<file path="config.mk">
export PLATFORM = sky130hd
export DESIGN_NAME = ebk_bank_switch
export DESIGN_NICKNAME = d
export VERILOG_FILES = /design/src/rtl/ebk_pkg.sv /design/src/rtl/ebk_bank_switch.sv
export VERILOG_INCLUDE_DIRS = /design/src /design/src/rtl
export SDC_FILE = /design/constraint.sdc
export NUM_CORES = 1
export LEC_CHECK = 0
export BUFFER_PORTS_ARGS = -buffer_cell sky130_fd_sc_hd__clkbuf_2
export CAP_MARGIN = 5
export CORE_MARGIN = 3
export CORE_UTILIZATION = 40
export CTS_BUF_LIST = sky130_fd_sc_hd__clkbuf_16
export DETAILED_ROUTE_END_ITERATION = 10
export GPL_TIMING_DRIVEN = 1
export PLACE_DENSITY_LB_ADDON = 0.05
export SYNTH_ARGS = -nofsm -noshare
export SYNTH_HDL_FRONTEND = slang
export SYNTH_SLANG_ARGS = --single-unit
</file>
<file path="constraint.sdc">
create_clock -name clk_i -period 1.8 [get_ports clk_i]
set_input_delay 0.18 -clock clk_i [delete_from_list [all_inputs] [get_ports clk_i]]
set_output_delay 0.18 -clock clk_i [all_outputs]
set_load 0.02 [all_outputs]
</file>
<file path="src/rtl/ebk_consts.svh">
`ifndef EBK_CONSTS_SVH
`define EBK_CONSTS_SVH

// Register indices; byte address is four times the index
`define EBK_CTRL_IDX        8'h29
`define EBK_STAT_IDX        8'h2A
`define EBK_IDX_LSB         2

// Control register field positions
`define EBK_BACK_TO_BACK_SWITCH_BIT      15
`define EBK_DIV_HI          14
`define EBK_DIV_LO          13
`define EBK_SUPP_BIT        12
`define EBK_HBH_BIT         2
`define EBK_BH_BIT          1

// Control register reset values
`define EBK_BACK_TO_BACK_SWITCH_RST      1'h0
`define EBK_DIV_RST         2'h3
`define EBK_SUPP_RST        1'h1
`define EBK_HBH_RST         1'h0
`define EBK_BH_RST          1'h0

// Status register field positions
`define EBK_STAT_MSB_BIT    0
`define EBK_STAT_BUSY_BIT   1

// Bank boundary: address bit that selects the 32K-word bank
`define EBK_BANK_BIT        15
`define EBK_PAGE_LSB        16

`endif

</file>
<file path="src/rtl/ebk_pkg.sv">
package ebk_pkg;

	typedef enum logic [1:0] {
		EBK_SP_PROG,
		EBK_SP_DATA,
		EBK_SP_IO
	} ebk_space_e;

	typedef enum {
		EBK_IDLE,
		EBK_LEAD,
		EBK_ACCESS,
		EBK_TRAIL,
		EBK_DONE
	} ebk_state_e;

	typedef struct packed {
		logic       back_to_back_switch;
		logic [1:0] clk_pin_divider;
		logic       ack_output_suppress;
		logic       host_data_keeper_en;
		logic       ext_data_keeper_en;
	} ebk_ctrl_s;

	typedef struct packed {
		ebk_space_e  space;
		logic        write;
		logic [22:0] addr;
		logic [15:0] wdata;
	} ebk_req_s;

endpackage

</file>
<file path="src/rtl/ebk_bank_switch.sv">
`include "ebk_consts.svh"

// What this block does
// - With the back-to-back bit clear, only reads that change bank, or space or program page after a read, get a lead cycle; none gets a trail cycle.
// - With the back-to-back bit set, each external memory read runs as a lead cycle, the read cycle and a trail cycle.
// - The clock pin runs at the core clock divided by divider field plus one, and the field resets to divide-by-4.
// - The suppress bit resets to one and while set keeps the interrupt acknowledge output inactive.
// - The host data keeper bit resets to zero and when set holds the idle host data bus; when clear the keeper is off unless wide host mode is selected.
// - The external data keeper bit resets to zero and when set holds the idle 16-bit external data bus.
// - A register keeps the top address bit of the last program or data access of either direction.
// - In non back-to-back mode a read whose top bit differs from the stored one stores it, then keeps the strobe off one pin cycle while the address moves.
// - In non back-to-back mode a read whose top bit matches the stored one runs with no extra cycle unless it follows a read of another space or program page.
// - One extra cycle is added for read then read of another bank, program read then data read, data read then program read, and program read then program read of another page.
// - The data keeper follows the data keeper bit, the host keeper is on when wide mode or the host bit is set, and the address keeper only when both are.
// - A 64K-port I/O space is reached by port read and write requests, and the I/O strobe is asserted during each of them.
// - The control register sits at register index 29h and is read and written by software.
module ebk_bank_switch
	import ebk_pkg::*;
#(
	parameter int ADDR_W = 23,
	parameter int IO_W   = 16
) (
	input  wire logic              clk_i,           // Core clock
	input  wire logic              rst_i,           // Sync reset, high
	input  wire logic              ce_i,            // Clock enable
	input  wire logic [31:0]       wb_adr_i,        // Wishbone address
	input  wire logic [31:0]       wb_dat_i,        // Wishbone write data
	output logic      [31:0]       wb_dat_o,        // Wishbone read data
	input  wire logic              wb_we_i,         // Wishbone write
	input  wire logic [3:0]        wb_sel_i,        // Wishbone byte lanes
	input  wire logic              wb_cyc_i,        // Wishbone cycle
	input  wire logic              wb_stb_i,        // Wishbone strobe
	output logic                   wb_ack_o,        // Wishbone ack
	input  wire logic              req_valid_i,     // Core access request
	output logic                   req_ready_o,     // Request taken
	input  wire ebk_req_s          req_i,           // Access descriptor
	output logic                   done_o,          // Access finished
	output logic      [15:0]       rdata_o,         // Read data to core
	output logic      [ADDR_W-1:0] mem_addr_o,      // External address
	output logic      [15:0]       mem_wdata_o,     // External write data
	output logic                   mem_wdata_oe_o,  // Drive data bus
	input  wire logic [15:0]       mem_rdata_i,     // External read data
	output logic                   mem_rd_o,        // Read direction
	output logic                   memory_strobe_n_o,  // Prog/data strobe
	output logic                   io_space_strobe_n_o, // I/O strobe
	output logic                   clock_out_pin_o, // Divided clock pin
	input  wire logic              irq_ack_i,       // Core acknowledge
	output logic                   interrupt_ack_out_n_o, // Ack pin
	input  wire logic              wide_host_select_i, // Wide host strap
	output logic                   ext_data_keeper_o,  // D bus keeper
	output logic                   addr_keeper_o,   // A bus keeper
	output logic                   host_data_keeper_o  // HD bus keeper
);

	////////////////////////////////////////////////////////////////////////
	// Functions

	function automatic logic [15:0] ctrl_pack(input ebk_ctrl_s c);
		logic [15:0] w;
		w = 16'h0000;
		w[`EBK_BACK_TO_BACK_SWITCH_BIT]          = c.back_to_back_switch;
		w[`EBK_DIV_HI:`EBK_DIV_LO]  = c.clk_pin_divider;
		w[`EBK_SUPP_BIT]            = c.ack_output_suppress;
		w[`EBK_HBH_BIT]             = c.host_data_keeper_en;
		w[`EBK_BH_BIT]              = c.ext_data_keeper_en;
		return w;
	endfunction

	// Byte lanes merge into the old value; unlisted bits stay zero
	function automatic ebk_ctrl_s ctrl_write(input ebk_ctrl_s c,
		input logic [15:0] d, input logic [1:0] sel);
		logic [15:0] w;
		ebk_ctrl_s   n;
		w = ctrl_pack(c);
		if (sel[0])
			w[7:0] = d[7:0];
		if (sel[1])
			w[15:8] = d[15:8];
		n.back_to_back_switch = w[`EBK_BACK_TO_BACK_SWITCH_BIT];
		n.clk_pin_divider     = w[`EBK_DIV_HI:`EBK_DIV_LO];
		n.ack_output_suppress = w[`EBK_SUPP_BIT];
		n.host_data_keeper_en = w[`EBK_HBH_BIT];
		n.ext_data_keeper_en  = w[`EBK_BH_BIT];
		return n;
	endfunction

	////////////////////////////////////////////////////////////////////////
	// Register bus

	localparam ebk_ctrl_s CTRL_RST = '{
		back_to_back_switch: `EBK_BACK_TO_BACK_SWITCH_RST,
		clk_pin_divider:     `EBK_DIV_RST,
		ack_output_suppress: `EBK_SUPP_RST,
		host_data_keeper_en: `EBK_HBH_RST,
		ext_data_keeper_en:  `EBK_BH_RST
	};

	ebk_ctrl_s   ctrl_reg;
	logic        ack_reg;
	logic [31:0] rdat_reg;
	logic        last_msb_reg;
	ebk_state_e  state_reg;

	wire logic [7:0]  bus_idx   = wb_adr_i[`EBK_IDX_LSB +: 8];
	wire logic        bus_req   = wb_cyc_i && wb_stb_i && !ack_reg;
	wire logic        hit_ctrl  = bus_idx == `EBK_CTRL_IDX;
	wire logic        hit_stat  = bus_idx == `EBK_STAT_IDX;
	// Write lands on the edge where the master sees ack, while its
	// request still stands, so a dropped cycle never half-commits
	wire logic        ctrl_wr   = wb_cyc_i && wb_stb_i && ack_reg &&
		wb_we_i && hit_ctrl;
	wire logic [15:0] stat_word = {14'h0000, state_reg != EBK_IDLE,
		last_msb_reg};
	wire logic [31:0] rd_mux    = hit_ctrl ? {16'h0000, ctrl_pack(ctrl_reg)}
		: hit_stat ? {16'h0000, stat_word} : 32'h0000_0000;

	// Unmapped addresses are acked with zero data so the bus never hangs
	always_ff @(posedge clk_i) begin
		if (rst_i) begin
			ack_reg  <= 1'b0;
			rdat_reg <= 32'h0000_0000;
			ctrl_reg <= CTRL_RST;
		end else if (ce_i) begin
			ack_reg  <= bus_req;
			if (bus_req && !wb_we_i)
				rdat_reg <= rd_mux;
			if (ctrl_wr)
				ctrl_reg <= ctrl_write(ctrl_reg, wb_dat_i[15:0],
					wb_sel_i[1:0]);
		end
	end

	assign wb_ack_o = ack_reg;
	assign wb_dat_o = rdat_reg;

	////////////////////////////////////////////////////////////////////////
	// Clock pin divider

	logic [1:0] div_cnt_reg;
	logic       clk_pin_reg;

	wire logic [1:0] div_lim  = ctrl_reg.clk_pin_divider;
	wire logic       div_wrap = div_cnt_reg >= div_lim;
	wire logic       tick     = ce_i && div_wrap;
	wire logic [1:0] div_next = div_wrap ? 2'h0 : div_cnt_reg + 2'h1;
	// High for the first half of each period, rounded up
	wire logic       pin_next = {1'b0, div_next} < ({1'b0, div_lim} +
		3'h2) >> 1;

	always_ff @(posedge clk_i) begin
		if (rst_i) begin
			div_cnt_reg <= 2'h0;
			clk_pin_reg <= 1'b0;
		end else if (ce_i) begin
			div_cnt_reg <= div_next;
			clk_pin_reg <= pin_next;
		end
	end

	// Divide-by-one cannot come from a flop, so the core clock passes
	// straight through; the pin then carries a clock, not a data signal
	assign clock_out_pin_o = (div_lim == 2'h0) ? clk_i : clk_pin_reg;

	////////////////////////////////////////////////////////////////////////
	// Access sequencer

	ebk_req_s    cur_reg;
	logic        last_rd_reg;
	ebk_space_e  last_sp_reg;
	logic [ADDR_W-`EBK_PAGE_LSB-1:0] last_page_reg;
	logic [15:0] rdata_reg;
	logic        done_reg;
	ebk_state_e  state_next;

	wire logic       take     = req_valid_i && req_ready_o && ce_i;
	wire logic       new_rd   = !req_i.write;
	wire logic       new_mem  = req_i.space != EBK_SP_IO;
	wire logic       new_msb  = req_i.addr[`EBK_BANK_BIT];
	wire logic [ADDR_W-`EBK_PAGE_LSB-1:0] new_page =
		req_i.addr[ADDR_W-1:`EBK_PAGE_LSB];
	wire logic       bank_chg = new_msb != last_msb_reg;
	wire logic       sp_chg   = last_rd_reg && req_i.space != last_sp_reg;
	wire logic       page_chg = last_rd_reg && last_sp_reg == EBK_SP_PROG &&
		req_i.space == EBK_SP_PROG && new_page != last_page_reg;
	// Gap only for memory reads; writes and port accesses never need it
	wire logic       need_gap = new_mem && new_rd &&
		(ctrl_reg.back_to_back_switch || bank_chg || sp_chg ||
		page_chg);
	wire logic       cur_rd   = !cur_reg.write;
	wire logic       cur_mem  = cur_reg.space != EBK_SP_IO;
	wire logic       need_trl = cur_rd && cur_mem &&
		ctrl_reg.back_to_back_switch;

	assign req_ready_o = state_reg == EBK_IDLE;

	always_comb begin
		state_next = state_reg;
		case (state_reg)
			EBK_IDLE:
				if (take)
					state_next = need_gap ? EBK_LEAD : EBK_ACCESS;
			EBK_LEAD:
				if (tick)
					state_next = EBK_ACCESS;
			EBK_ACCESS:
				if (tick)
					state_next = need_trl ? EBK_TRAIL : EBK_DONE;
			EBK_TRAIL:
				if (tick)
					state_next = EBK_DONE;
			EBK_DONE:
				state_next = EBK_IDLE;
			default:
				state_next = EBK_IDLE;
		endcase
	end

	always_ff @(posedge clk_i) begin
		if (rst_i) begin
			state_reg     <= EBK_IDLE;
			cur_reg       <= '0;
			last_msb_reg  <= 1'b0;
			last_rd_reg   <= 1'b0;
			last_sp_reg   <= EBK_SP_PROG;
			last_page_reg <= '0;
			rdata_reg     <= 16'h0000;
			done_reg      <= 1'b0;
		end else if (ce_i) begin
			state_reg <= state_next;
			done_reg  <= state_reg == EBK_ACCESS && tick && !need_trl ||
				state_reg == EBK_TRAIL && tick;
			if (take) begin
				cur_reg <= req_i;
				if (new_mem) begin
					last_msb_reg  <= new_msb;
					last_rd_reg   <= new_rd;
					last_sp_reg   <= req_i.space;
					last_page_reg <= new_page;
				end
			end
			if (state_reg == EBK_ACCESS && tick && cur_rd)
				rdata_reg <= mem_rdata_i;
		end
	end

	wire logic in_acc = state_reg == EBK_ACCESS;

	assign done_o              = done_reg;
	assign rdata_o             = rdata_reg;
	assign mem_addr_o          = cur_reg.addr;
	assign mem_wdata_o         = cur_reg.wdata;
	assign mem_wdata_oe_o      = in_acc && !cur_rd;
	assign mem_rd_o            = cur_rd;
	assign memory_strobe_n_o   = !(in_acc && cur_mem);
	assign io_space_strobe_n_o = !(in_acc && !cur_mem);

	////////////////////////////////////////////////////////////////////////
	// Acknowledge gate and bus keepers

	logic ack_n_reg;

	always_ff @(posedge clk_i) begin
		if (rst_i)
			ack_n_reg <= 1'b1;
		else if (ce_i)
			ack_n_reg <= !(irq_ack_i && !ctrl_reg.ack_output_suppress);
	end

	assign interrupt_ack_out_n_o = ack_n_reg;
	// Wide host strap is trusted to be tied correctly by the board
	assign ext_data_keeper_o  = ctrl_reg.ext_data_keeper_en;
	assign host_data_keeper_o = wide_host_select_i ||
		ctrl_reg.host_data_keeper_en;
	assign addr_keeper_o      = wide_host_select_i &&
		ctrl_reg.host_data_keeper_en;
endmodule

</file>
==> results.yml <==
outcome:
  outcome: "completed"
critical_path:
  critical-path-top-delay-family: "adder cells"
  worstPathMaxFanout: 2
  required_ns: 2.18
  worst-setup-path-type: "register to register"
  arrival_worst_endpoint_ns: 2.15
  critPathCaptureType: "register"
  crit_chain: "inv_2, ha_4, nand2b_4, buf_6, a21o_1, nor2_2, ha_1, o21ai_1, nand3b_1, a21oi_1"
  cp_startpoint_kind: "register"
  cp_slowest_stage_delay_ns: 0.33
  crit_slowest_cell: "sky130_fd_sc_hd__dfxtp_2"
  cp_num_buf_inv: 2
clock_tree:
  tritoncts_clock_tree: "yes"
  clk-insertion-delay-late_ns: 0.44
  clk_pin_slew_worst_paths_ns: 0.06
synth:
  syn_area_um2: 4150
  synth_commonest_cells: "126 x sky130_fd_sc_hd__nand2_1, 91 x sky130_fd_sc_hd__dfxtp_1, 69 x sky130_fd_sc_hd__a21oi_1"
  ys_top_cells_by_area: "sky130_fd_sc_hd__dfxtp_1 44%, sky130_fd_sc_hd__buf_4 12%, sky130_fd_sc_hd__nand2_1 11%"
  synth-seq-area-share: 0.439
  seq_cells_post_synth: 91
  synth-main-ff-cell: "sky130_fd_sc_hd__dfxtp_1"
  synthArstFlopShare: 0
  netlist_instances: 514
  synth_top_area_cell: "sky130_fd_sc_hd__dfxtp_1"
  post_synth_top_area_share: 0.439
  synth_enable_flop_cells: 0
  post_synthesis_area_per_instance_um2: 8.08
  most_used_standard_cell_by_instance_count_after_synthesis: "sky130_fd_sc_hd__nand2_1"
  ys_types: 47
  synth_warnings: 0
sta:
  finalClockSkew_ns: 0.00678
  share_of_the_cycle_needed_by_the_critical_path_after_routing: 0.986
  final.min_clock_period_ns: 1.77
  hold_viol: 0
  unrepaired_setup_endpoints_after_global_routing: "yes"
  holdWs_ns: 0.0151
  achievable-frequency_ghz: 0.564
  finalSetupViolations: 0
  maxSlewViolCount: 0
  setup_slack_ns: 0.0255
power_and_ir_drop:
  power_per_cell_area_nw_per_um2: 833
  power.leakage_nw: 2.67
  vdd_drop_max_uv: 473
  report.power.total_mw: 4.86
detailed_routing:
  dr_total_vias: 3889
  dr_drc_count: 0
  drt-total-wl_um: 10700
  viasPerCell: 4.61
  routedWlPerCell_um: 12.7
  drt_first_pass_iters: 4
  drt-initial-drc-count: 165
  antenna_violating_nets_post_route: 0
grt:
  number_of_antenna_violations_at_the_first_check_in_global_routing: 0
  total_grt_usage: 0.189
  grt_first_pass_wirelength_um: 17500
  maximum_number_of_pins_on_one_net_before_global_route_repair: 92
  number_of_global_route_vias_before_repair: 3856
  grt.overflow.total: 0
placement:
  hpwl_um: 7100
  dp_slack_ns: -0.281
  gpl.final_weighted_congestion: 0.747
  place.port_buffers: 156
layout:
  number_of_fill_cells: 901
  final_nets: 845
  seq_area_um2: 1820
  antenna_cells: 0
  largest_reg_flops: 23
  layout-area-overhead-vs-synth_pct: 40.5
  drive_above_1_share: 0.308
  multi_input_comb_area_um2: 1850
die:
  placementRows: 36
  floorplan.die.width_um: 108
  floorplan_die_height_um: 108
  std_cell_core_area_um2: 9950
  die_area_um2: 11600
  floorplan.initialDensity: 0.417
  ios: 234
job:
  maxCapViolations: 0
worst_hold_path:
  hp-class: "primary input to register"
==> metrics by stage <==
step           instances  utilization  setup TNS, ns  cell area, um^2
2_1_floorplan        538            -              0             4240
3_3_place_gp         763        0.485          -3.44             4830
3_5_place_dp         763        0.485          -4.06             4830
4_1_cts              843        0.583              0             5800
5_1_grt              843        0.586         -0.105             5840
6_report             843        0.586              0             5840
==> worst min-delay path, delay by kind of cell <==
family	cells	cell delay [ns]
buffers and inverters	1	0.12
AND/OR/NAND/NOR	1	0.06
AO/OA/AOI/OAI	1	0.05
==> per-layer routing <==
layer  share of wire  track usage  routed length (um)
met1            0.44        0.230                4750
met2            0.47        0.310                5000
met3           0.066       0.0456                 709
met4           0.021       0.0983                 228
met5               0            0                   0
==> timing repair <==
action | CTS | global route
setup buffers | 4 | 1
pin swaps | 4 | 3
hold buffers | 59 | 0
gates resized for setup | 7 | 9
hold endpoints to repair | 59 | 0
gates cloned | 0 | 0
endpoints found under the setup margin | 18 | 21
==> cell families after synthesis <==
logic type | after synthesis | synth area share
and+or+nand+nor | 196 | 0.212
AOI/OAI and AO/OA | 101 | 0.140
buffers and inverters | 101 | 0.151
DFF | 91 | 0.439
muxes | 12 | 0.0295
xor gates and xnor gates | 9 | 0.0190
adders and majority gates | 3 | 0.00904
other | 1 | 0.000903
==> power breakdown <==
part	leakage [nW]	internal [mW]	switching (mW)
clock network	0.177	1.19	0.770
registers	0.739	2.09	0.0408
logic	1.75	0.356	0.417
total	2.67	3.64	1.23
==> layout make-up <==
cell class	count	area share
Clock buffer	13	0.0523
Clock inverter	5	0.00429
Sequential cell	91	0.312
Inverter	10	0.00643
Tap cell	133	0.0285
Multi-Input combinational cell	346	0.317
Timing Repair Buffer	245	0.279
==> final timing paths <==
check,from,to,slack [ns],depth (start not counted)
worst max register to register,div_cnt_reg[0],clk_pin_reg,0.03,10
worst min-delay path,req_i[41],cur_reg[41],0.02,3
worst max-delay path,div_cnt_reg[0],clk_pin_reg,0.03,10
worst min register to register,cur_reg[40],cur_reg[40],0.45,2
==> cell usage in the layout (no fill, tap or decap), drive strengths merged, types with 4 or more instances in the layout <==
cell type    instances
nand3                6
nand2b               9
a22oi                7
clkbuf             166
dfxtp               91
xor2                 5
xnor2                4
dlygate4sd3         59
inv                 12
conb                25
nor2                26
nor3                 4
a21oi               69
buf                 33
mux2i               10
nor4                 5
nand2              126
and3                 5
o21ai                8
(Power assumes the default switching activity.)
